$ cat config.mk
export PLATFORM = sky130hd
export DESIGN_NAME = apbb_bridge
export DESIGN_NICKNAME = d
export VERILOG_FILES = /design/src/apbb_pkg.sv /design/src/apbb_lp_port.sv /design/src/apbb_bridge.sv
export SDC_FILE = /design/constraint.sdc
export NUM_CORES = 1
export LEC_CHECK = 0
export BUFFER_PORTS_ARGS = -buffer_cell sky130_fd_sc_hd__buf_4
export CAP_MARGIN = 20
export CELL_PAD_IN_SITES_DETAIL_PLACEMENT = 1
export CELL_PAD_IN_SITES_GLOBAL_PLACEMENT = 1
export CORE_ASPECT_RATIO = 1.25
export CORE_UTILIZATION = 39
export CTS_CLUSTER_SIZE = 28
export DETAILED_ROUTE_END_ITERATION = 6
export PLACE_DENSITY_LB_ADDON = 0.1
export RECOVER_POWER = 100
export SYNTH_ARGS = -nofsm -noshare
export SYNTH_HDL_FRONTEND = slang
export SYNTH_HIERARCHICAL = 1
export SYNTH_SLANG_ARGS = --single-unit
$ cat constraint.sdc
create_clock -name sys_clk_i -period 4.5 [get_ports sys_clk_i]
set_input_delay 0.45 -clock sys_clk_i [delete_from_list [all_inputs] [get_ports sys_clk_i]]
set_output_delay 0.45 -clock sys_clk_i [all_outputs]
set_load 0.01 [all_outputs]
$ cat src/apbb_pkg.sv
// Shared widths, transfer carriers and state types of the APB bridge
package apbb_pkg;

    localparam int APBB_ADDR_W = 32;
    localparam int APBB_DATA_W = 32;

    localparam logic [APBB_ADDR_W-1:0] APBB_ADDR_RST = 32'h0000_0000;
    localparam logic [APBB_DATA_W-1:0] APBB_DATA_RST = 32'h0000_0000;

    // Transfer held between the two sides
    typedef struct packed {
        logic [APBB_ADDR_W-1:0] addr;
        logic write;
        logic [APBB_DATA_W-1:0] wdata;
    } apbb_cmd_t;

    // Completion returned to the upstream master
    typedef struct packed {
        logic [APBB_DATA_W-1:0] rdata;
        logic slverr;
    } apbb_rsp_t;

    localparam apbb_cmd_t APBB_CMD_RST = '{addr: APBB_ADDR_RST, write: 1'b0,
                                           wdata: APBB_DATA_RST};
    localparam apbb_rsp_t APBB_RSP_RST = '{rdata: APBB_DATA_RST, slverr: 1'b0};

    typedef enum logic [1:0] {
        APBB_S_IDLE,
        APBB_S_BUSY,
        APBB_S_RESP
    } apbb_sst_t;

    typedef enum logic [1:0] {
        APBB_M_IDLE,
        APBB_M_SETUP,
        APBB_M_ACCESS,
        APBB_M_DONE
    } apbb_mst_t;

    typedef enum logic {
        APBB_LP_RUN,
        APBB_LP_SLEEP
    } apbb_lpst_t;

endpackage

$ cat src/apbb_lp_port.sv
// Low-power handshake port controller for the bridge master side
`timescale 1ns/1ns
module apbb_lp_port
    import apbb_pkg::*;
#(
    parameter bit LP_EN = 1'b1
) (
    // Clock and reset
    input wire logic sys_clk_i,
    input wire logic rst_i,
    input wire logic clken_m_i,
    // Power controller side
    input wire logic lp_req_n_i,
    output logic lp_accept_n_o,
    output logic lp_active_o,
    // Bridge status
    input wire logic busy_i,
    input wire logic incoming_i,
    output logic awake_o
);

    apbb_lpst_t state_q;
    apbb_lpst_t state_d;

    wire go_sleep = LP_EN && !lp_req_n_i && !busy_i && !incoming_i;
    wire go_wake = lp_req_n_i;

    always_comb begin
        state_d = state_q;
        unique case (state_q)
            APBB_LP_RUN: begin
                if (go_sleep) begin
                    state_d = APBB_LP_SLEEP;
                end
            end
            APBB_LP_SLEEP: begin
                if (go_wake) begin
                    state_d = APBB_LP_RUN;
                end
            end
        endcase
    end

    always_ff @(posedge sys_clk_i or posedge rst_i) begin
        if (rst_i) begin
            state_q <= APBB_LP_RUN;
        end else if (clken_m_i) begin
            state_q <= state_d;
        end
    end

    // Never sleeps and never asks for wake-up without the port
    assign awake_o = !LP_EN || (state_q == APBB_LP_RUN);
    assign lp_accept_n_o = !(LP_EN && (state_q == APBB_LP_SLEEP));
    assign lp_active_o = LP_EN && (busy_i || incoming_i);

endmodule

$ cat src/apbb_bridge.sv
// APB3 to APB3 bridge and register slice with low-power handshake port
//
// Behaviour
// - Transfers cross to the master side and completions return over a req/done handshake.
// - Each side has its own clock enable and its logic advances only on enabled edges.
// - Reset is asserted asynchronously and must be released synchronously by the surroundings.
// - The bridge has one APB3 slave port and one APB3 master port with ready and error signals.
// - A power controller may request master-side low power and the bridge answers on the port.
// - Low power is accepted only when no transfer is outstanding anywhere in the bridge.
// - A new transfer while in low power raises the activity request output.
// - Once woken the bridge issues the held transfer on its master port.
// - The incoming transfer is stalled by withholding ready until the master side is awake.
// - No transfer or data is lost or duplicated by low-power entry, exit or wake-up.
// - The two sides keep all shared state in registers so either side can idle independently.
// - The bridge runs on one clock with one asynchronously asserted reset.
// - Separate master and slave clock enables qualify each side on the shared clock.
// - The transfer is registered between ports so the bridge serves as a pipeline stage.
// - The low-power port works only with LP_EN set; otherwise it never accepts low power and never raises the activity request.
`timescale 1ns/1ns
module apbb_bridge
    import apbb_pkg::*;
#(
    parameter bit LP_EN = 1'b1
) (
    // Clock, reset and side enables
    input wire logic sys_clk_i,
    input wire logic rst_i,
    input wire logic clken_s_i,
    input wire logic clken_m_i,
    // APB slave port, from upstream master
    input wire logic s_psel_i,
    input wire logic s_penable_i,
    input wire logic s_pwrite_i,
    input wire logic [APBB_ADDR_W-1:0] s_paddr_i,
    input wire logic [APBB_DATA_W-1:0] s_pwdata_i,
    output logic s_pready_o,
    output logic [APBB_DATA_W-1:0] s_prdata_o,
    output logic s_pslverr_o,
    // APB master port, to downstream slaves
    output logic m_psel_o,
    output logic m_penable_o,
    output logic m_pwrite_o,
    output logic [APBB_ADDR_W-1:0] m_paddr_o,
    output logic [APBB_DATA_W-1:0] m_pwdata_o,
    input wire logic m_pready_i,
    input wire logic [APBB_DATA_W-1:0] m_prdata_i,
    input wire logic m_pslverr_i,
    // Low-power handshake port
    input wire logic lp_req_n_i,
    output logic lp_accept_n_o,
    output logic lp_active_o
);

    apbb_sst_t s_state_q;
    apbb_sst_t s_state_d;
    apbb_mst_t m_state_q;
    apbb_mst_t m_state_d;
    apbb_cmd_t cmd_q;
    apbb_rsp_t rsp_m_q;
    apbb_rsp_t rsp_s_q;
    logic req_q;
    logic req_d;
    logic done_q;
    logic done_d;
    logic awake;

    // State decodes shared by the take, launch and busy terms
    wire s_idle = (s_state_q == APBB_S_IDLE);
    wire m_idle = (m_state_q == APBB_M_IDLE);

    // Slave-side decode
    // Select alone suffices, so a late take still meets a held access phase
    // Waits for the last completion to retire, or a stale done ends it early
    wire s_take = clken_s_i && s_idle && s_psel_i && !done_q;
    wire s_finish = clken_s_i && (s_state_q == APBB_S_BUSY) && done_q;
    wire s_release = clken_s_i && (s_state_q == APBB_S_RESP) && s_psel_i && s_penable_i;

    // Master-side decode
    wire m_launch = clken_m_i && m_idle && req_q && !done_q && awake;
    wire m_complete = clken_m_i && (m_state_q == APBB_M_ACCESS) && m_pready_i;
    wire m_retire = clken_m_i && (m_state_q == APBB_M_DONE) && !req_q;

    // Any transfer held, in flight or awaiting return
    wire busy = req_q || done_q || !s_idle || !m_idle;

    // Slave-side state machine
    always_comb begin
        s_state_d = s_state_q;
        req_d = req_q;
        unique case (s_state_q)
            APBB_S_IDLE: begin
                if (s_take) begin
                    s_state_d = APBB_S_BUSY;
                    req_d = 1'b1;
                end
            end
            APBB_S_BUSY: begin
                if (s_finish) begin
                    s_state_d = APBB_S_RESP;
                    req_d = 1'b0;
                end
            end
            APBB_S_RESP: begin
                if (s_release) begin
                    s_state_d = APBB_S_IDLE;
                end
            end
            default: begin
                s_state_d = APBB_S_IDLE;
                req_d = 1'b0;
            end
        endcase
    end

    // Master-side state machine
    always_comb begin
        m_state_d = m_state_q;
        done_d = done_q;
        unique case (m_state_q)
            APBB_M_IDLE: begin
                if (m_launch) begin
                    m_state_d = APBB_M_SETUP;
                end
            end
            APBB_M_SETUP: begin
                if (clken_m_i) begin
                    m_state_d = APBB_M_ACCESS;
                end
            end
            APBB_M_ACCESS: begin
                if (m_complete) begin
                    m_state_d = APBB_M_DONE;
                    done_d = 1'b1;
                end
            end
            APBB_M_DONE: begin
                if (m_retire) begin
                    m_state_d = APBB_M_IDLE;
                    done_d = 1'b0;
                end
            end
        endcase
    end

    // Slave-side registers, advanced on the slave enable
    always_ff @(posedge sys_clk_i or posedge rst_i) begin
        if (rst_i) begin
            s_state_q <= APBB_S_IDLE;
            req_q <= 1'b0;
        end else if (clken_s_i) begin
            s_state_q <= s_state_d;
            req_q <= req_d;
        end
    end

    // Command is captured once, on the take, in the setup or a held access phase
    always_ff @(posedge sys_clk_i or posedge rst_i) begin
        if (rst_i) begin
            cmd_q <= APBB_CMD_RST;
        end else if (s_take) begin
            cmd_q <= '{addr: s_paddr_i, write: s_pwrite_i, wdata: s_pwdata_i};
        end
    end

    // Completion copied to the slave side once
    always_ff @(posedge sys_clk_i or posedge rst_i) begin
        if (rst_i) begin
            rsp_s_q <= APBB_RSP_RST;
        end else if (s_finish) begin
            rsp_s_q <= rsp_m_q;
        end
    end

    // Master-side registers, advanced on the master enable
    always_ff @(posedge sys_clk_i or posedge rst_i) begin
        if (rst_i) begin
            m_state_q <= APBB_M_IDLE;
            done_q <= 1'b0;
        end else if (clken_m_i) begin
            m_state_q <= m_state_d;
            done_q <= done_d;
        end
    end

    always_ff @(posedge sys_clk_i or posedge rst_i) begin
        if (rst_i) begin
            rsp_m_q <= APBB_RSP_RST;
        end else if (m_complete) begin
            rsp_m_q <= '{rdata: m_prdata_i, slverr: m_pslverr_i};
        end
    end

    // Low-power handshake
    apbb_lp_port #(
        .LP_EN(LP_EN)
    ) u_lp (
        .sys_clk_i(sys_clk_i),
        .rst_i(rst_i),
        .clken_m_i(clken_m_i),
        .lp_req_n_i(lp_req_n_i),
        .lp_accept_n_o(lp_accept_n_o),
        .lp_active_o(lp_active_o),
        .busy_i(busy),
        .incoming_i(s_psel_i),
        .awake_o(awake)
    );

    // Slave port outputs; ready held low until the completion returns
    assign s_pready_o = (s_state_q == APBB_S_RESP);
    assign s_prdata_o = rsp_s_q.rdata;
    assign s_pslverr_o = rsp_s_q.slverr & s_pready_o;

    // Master port outputs from registered state and command
    assign m_psel_o = (m_state_q == APBB_M_SETUP) || (m_state_q == APBB_M_ACCESS);
    assign m_penable_o = (m_state_q == APBB_M_ACCESS);
    assign m_pwrite_o = cmd_q.write;
    assign m_paddr_o = cmd_q.addr;
    assign m_pwdata_o = cmd_q.wdata;

endmodule

# [After elaboration in Yosys (flattened, before gate mapping)]
# Index checks and enable logic that the tools add are counted.
[classes] addsub=0 div=0 order_cmp=0 multipliers=0 reduce_logical=38 bitwise_logic=3 shifts=0 muxes=17 n_eq_ne=11
[ops] operator="$logic_and A1 B1 Y1" count=18
[ops] operator="$reduce_and A4 Y1" count=4
[ops] operator="$mux W2" count=6
[ops] operator="$logic_not A1 Y1" count=8
[ops] operator="$ne A2 B1 Y1 const B" count=4
[ops] operator="$pmux W2 S4" count=1
[ops] operator="$eq A2 B2 Y1 const B" count=3
[ops] operator="$mux W1" count=6
[ops] operator="$pmux W2 S3" count=1
[ops] operator="$logic_or A1 B1 Y1" count=5
[ops] operator="$eq A2 B1 Y1 const B" count=2
[ops] operator="$logic_not A2 Y1" count=2
[ops] operator="$ne A2 B2 Y1 const B" count=2
[ops] operator="$pmux W1 S2" count=2
[ops] operator="$pmux W1 S3" count=1
[ops] operator="$not A1 Y1" count=2
[ops] operator="$reduce_bool A2 Y1" count=1
[ops] operator="$and A1 B1 Y1" count=1
[word_totals] mem_bits_ro=0 register_bits=138 ram_bits=0 memories=0 latchBits=0 input_bits=106

# [Longest topological paths before layout]
[logic_depth] word_depth=9 ltp_mapped=6

# [By module]
# Netlist, hierarchy kept.
[modules_own_cells] module="apbb_bridge" cells_per_inst=349 n_inst=1 area_each_um2=5490.3
[modules_own_cells] module="apbb_lp_port" cells_per_inst=7 n_inst=1 area_each_um2=62.6

# [Worst setup path after synthesis]
# Ideal clock, no wire load.
[synth_timing] path_kind="register -> register" start="reg m_state_q[1]" end="reg m_state_q[1]" n_path_buf=0 required_ns=4.375 arrival_ns=1.488 setup_ns=0.125 stages_incl_launch_ff=5 slack_ns=2.887 path_cell_list="dfrtp_1 -> ha_1 -> a21bo_2 -> a211oi_1 -> mux2_2"
[synth_between] elab_chain_cells=7
[synth_lines] element="start, declared" line_no="apbb_bridge.sv:56" rtl="apbb_mst_t m_state_q;"
[synth_lines] element="start signal, assigned" line_no="apbb_bridge.sv:180" rtl="m_state_q <= m_state_d;"
[synth_lines] element="$logic_not A2 Y1" line_no="apbb_bridge.sv:69, apbb_bridge.sv:119"
[synth_lines] element="$logic_and A1 B1 Y1 (4 in series)" line_no="apbb_bridge.sv:79" rtl="wire m_launch = clken_m_i && m_idle && req_q && !done_q && awake;"
[synth_lines] element="$ne A2 B1 Y1 (no source line)"
[synth_lines] element="$reduce_and A4 Y1 (no source line)"
# Several ways; a longest one is shown, not always the timed one.
# A chain may end at the register's enable or synchronous reset.

# [Worst setup path in the final report]
[layout_timing] start="reg s_state_q[1]" end="reg cmd_q (netlist bit m_pwdata_o[23])"
[layout_between] elab_chain_cells=4
[layout_lines] element="start, declared" line_no="apbb_bridge.sv:54" rtl="apbb_sst_t s_state_q;"
[layout_lines] element="start signal, assigned" line_no="apbb_bridge.sv:151" rtl="s_state_q <= s_state_d;"
[layout_lines] element="$logic_not A2 Y1" line_no="apbb_bridge.sv:68" rtl="wire s_idle = (s_state_q == APBB_S_IDLE);"
[layout_lines] element="$logic_and A1 B1 Y1 (3 in series)" line_no="apbb_bridge.sv:74" rtl="wire s_take = clken_s_i && s_idle && s_psel_i && !done_q;"
[layout_lines] element="end signal, assigned" line_no="apbb_bridge.sv:161" rtl="cmd_q <= '{addr: s_paddr_i, write: s_pwrite_i, wdata: s_pwdata_i};"
[layout_lines] element="end, declared" line_no="apbb_bridge.sv:58" rtl="apbb_cmd_t cmd_q;"
# No other way between the ends.

==> metrics.md <==
| Metric | Value |
|---|---|
| Status | finished with violations |
| Failing checks | capacitance limit, slew limit |
| Place WS | around 2000 ps |
| Syn_nets | 466 |
| Setup crit start kind | register |
| Share of layout cells above drive strength 1 | 0.4928 |
| Drt wl/cell | 17.57 um |
| Filler cell count | 1496 |
| Drt first pass iters | 4 |
| Highest clock rate | 344.9 MHz |
| Vias per cell | 4.847 |
| Post-CTS resize count | 0 |
| Placed Cells | slightly below 700 |
| Congestion Overflow GR | 0 |
| Slew HR | -0.3728 |
| Max-Cap Viols | 3 |
| Most frequent cells in the layout | 138 x dfrtp_1, 130 x mux2_2, 106 x buf_4 |
| HP Class | in -> reg |
| CP Capture Type | register |
| Multi-input gate area | 1732 sq um |
| Vias in the first global route | between 3k and 4k |
| Synthesized area per cell | 15.60 sq um |
| Crit path DAT | 3190 ps |
| Worst clock skew | 8.757 ps |
| # IOs | 209 |
| Slowest cell on the critical path | clkbuf_2 |
| Clock buffer count from CTS | 17 |
| Switching portion of total power | 0.3117 |
| Initial detailed-routing violation count | 64 |
| Worst EP required | 4790 ps |
| Clock Power Share | 0.281 |
| Yosys warning count | 6 |
| Setup crit start | s_state_q[1] |
| Cell Pwr Density | 726.6 nW/um^2 |
| Setup violations, final | 0 |
| Clock transition at the registers of the reported paths | 60 ps |
| Net count, final | 651 |
| Internal | 3.639 mW |
| Worst flop-to-flop path startpoint | s_state_q[1] |
| RR Endpoint | m_pwdata_o[23] |
| Pleak | roughly 3.3 nW |
| Mapped cell area | 5553 sq um |
| Final Core Density | 0.5244 |
| H-tree Lvls | 4 |
| Area growth, synth to finish | 31.03% |
| Core ar. | 13870 sq um |
| Largest net degree at the start of global routing | 93 |
| Routed wire length | 12830 um |
| Tightest Pin Transition | between 2000 and 2500 ps |
| Synth unique cells | 27 |
| Part of the cycle the worst path needs | 0.6443 |
| Largest stage delay, worst path | 1160 ps |
| Worst-path cell chain | nor4_4 > clkbuf_2 > mux2_2 |
| CTS root buffer | clkbuf_16 |
| Clk_lat worst skew | 410 ps |
| Routed via count | 3538 |
| FP Rows | 48 |
| Drt drc | 0 |
| Critical path class | reg -> reg |
| Commonest non-fill, non-tap cell in the layout | dfrtp_1 |
| Final ANT Viol Nets | 0 |
| Final std cells w/o fill | 730 |
| Die footprint | 14720 sq um |
| Final Hold Fails | 0 |
| CTS tree | done |
| Initial antenna violation count | 1 |
| Max Slew Vio Count | 163 |
| Flop-to-flop setup slack | 1600 ps |
| Buffers on Ports | 208 |
| Gr usage total | 0.1824 |
| Total chip power | 5.286 mW |
| Seq cells post-synth | 138 |
| RSZ-0062 raised after global routing | no |
| Worst setup margin | 1601 ps |
| Setup TNS Final | 0 ps |
| NetSw | 1.648 mW |
| Sequential power share | 0.414 |
| Comb power frac | 0.305 |
| Clock Sinks | 138 |
| First-pass GRT wire length | 19980 um |
| RD Place Congestion | 0.7232 |
| Min cycle time layout | 2899 ps |
| Die Ht | approximately 140 um |
| Worst Setup EP | m_pwdata_o[23] |
| Crit path buf inv count | 1 |
| Worst path top cell family by delay | buffers and inverters |
| Clk buf depth | 2 |
| Initial Utilization | 0.4003 |
| Peak supply drop | 0.2839 mV |
| CP Max Fanout | 55 |
| Worst r2r path cells | 3 |
| Cells after Synth | 356 |
| Detailed placement HPWL | 9129 um |
| Worst path depth | 3 |
| Area occupied by registers | roughly 3500 sq um |
| Die width | 108.7 um |
| Seq/Total Area, Yosys | 0.6219 |
==> kinds of logic after synthesis <==
kind of cell               share of synthesized area
DFF                                           0.6219
muxes                                         0.2695
buffers and inverters                        0.06782
and+or+nand+nor                              0.01870
AOI/OAI and AO/OA                            0.01307
adders and majority gates                   0.009013
==> how the worst min path moves through the flow <==
stage                     startpoint      endpoint  slack [ps]  depth (start not counted)
final                     lp_req_n_i  u_lp/state_q         240                          2
after global routing      lp_req_n_i  u_lp/state_q         220                          2
after CTS                 lp_req_n_i  u_lp/state_q         210                          2
after detailed placement       rst_i  u_lp/state_q         330                          2
after global placement         rst_i  u_lp/state_q         330                          2
after floorplan                rst_i  u_lp/state_q         180                          1
==> final cells by class <==
cell class	count	share of cell area
sequential	138	0.4746
multi-input combinational	164	0.2380
timing repair buffer	212	0.1651
clock buffer	19	0.06088
tap	175	0.03009
clock inverter	13	0.02631
inverter	8	0.004643
antenna	1	0.0003439
==> metal layers <==
metal,track usage,vias up,wire [um]
met4,0.08108,0,197
li1,-,1578,-
met2,0.3161,145,6631
met5,0,-,0
met1,0.1907,1803,4719
met3,0.07648,12,1279
==> stage by stage <==
stage	instance area, sq um	hold WS (ps)
2_1_floorplan	5553	178.7
3_3_place_gp	7028	328.2
3_5_place_dp	7028	327.0
4_1_cts	7672	214.8
5_1_grt	7276	217.1
6_report	7276	238.2
==> power groups by stage <==
| stage | registers, mW | clock network (mW) | logic (mW) |
|---|---|---|---|
| after floorplan | 2.28 | 0 | 1.10 |
| final | 2.19 | 1.49 | 1.61 |
| after detailed placement | 2.23 | 0 | 2.00 |
| after global placement | 2.19 | 0 | 1.93 |
| after global routing | 2.28 | 1.57 | 1.76 |
| after CTS | 2.22 | 1.53 | 2.01 |
==> cells in the mapped netlist <==
library cell	number	share of area
o31ai_1	1	0.0014
mux2i_1	1	0.0018
ha_1	4	0.0090
a211oi_1	1	0.0014
inv_1	8	0.0054
or2_2	1	0.0011
nand3_1	1	0.00090
a21bo_2	1	0.0018
nor4_2	1	0.0023
nand4b_2	1	0.0027
and2_1	1	0.0011
nand4_1	1	0.0011
a21oi_1	3	0.0027
nand2_1	2	0.0014
nor2_1	4	0.0027
or3b_1	1	0.0016
dfrtp_1	138	0.62
buf_2	7	0.0063
a2bb2oi_1	1	0.0016
nor2b_1	2	0.0023
a22oi_1	1	0.0014
mux2_2	132	0.27
nand4b_1	1	0.0016
a31oi_1	1	0.0011
buf_4	34	0.046
buf_6	5	0.010
o21ai_0	2	0.0018
==> sequential cells by signal (all words and copies together) (netlist names) <==
signal,count
u_lp/state_q,1
done_q,1
s_prdata_o,32
req_q,1
m_pwdata_o,32
m_state_q,2
m_pwrite_o,1
rsp_s_q,1
s_state_q,2
rsp_m_q,33
m_paddr_o,32
==> worst register-to-register path, delay by kind of cell (launching register included) <==
| family | cells | cell delay [ps] |
|---|---|---|
| mux | 1 | 470 |
| flops | 1 | 450 |
| buf+inv | 1 | 1160 |
| simple gates | 1 | 700 |
==> repair_timing <==
action                    CTS  global route
setup buffers               0             0
hold endpoints to repair    1             0
hold buffers                1             0
No activity file was read; power rests on OpenSTA's default activity.
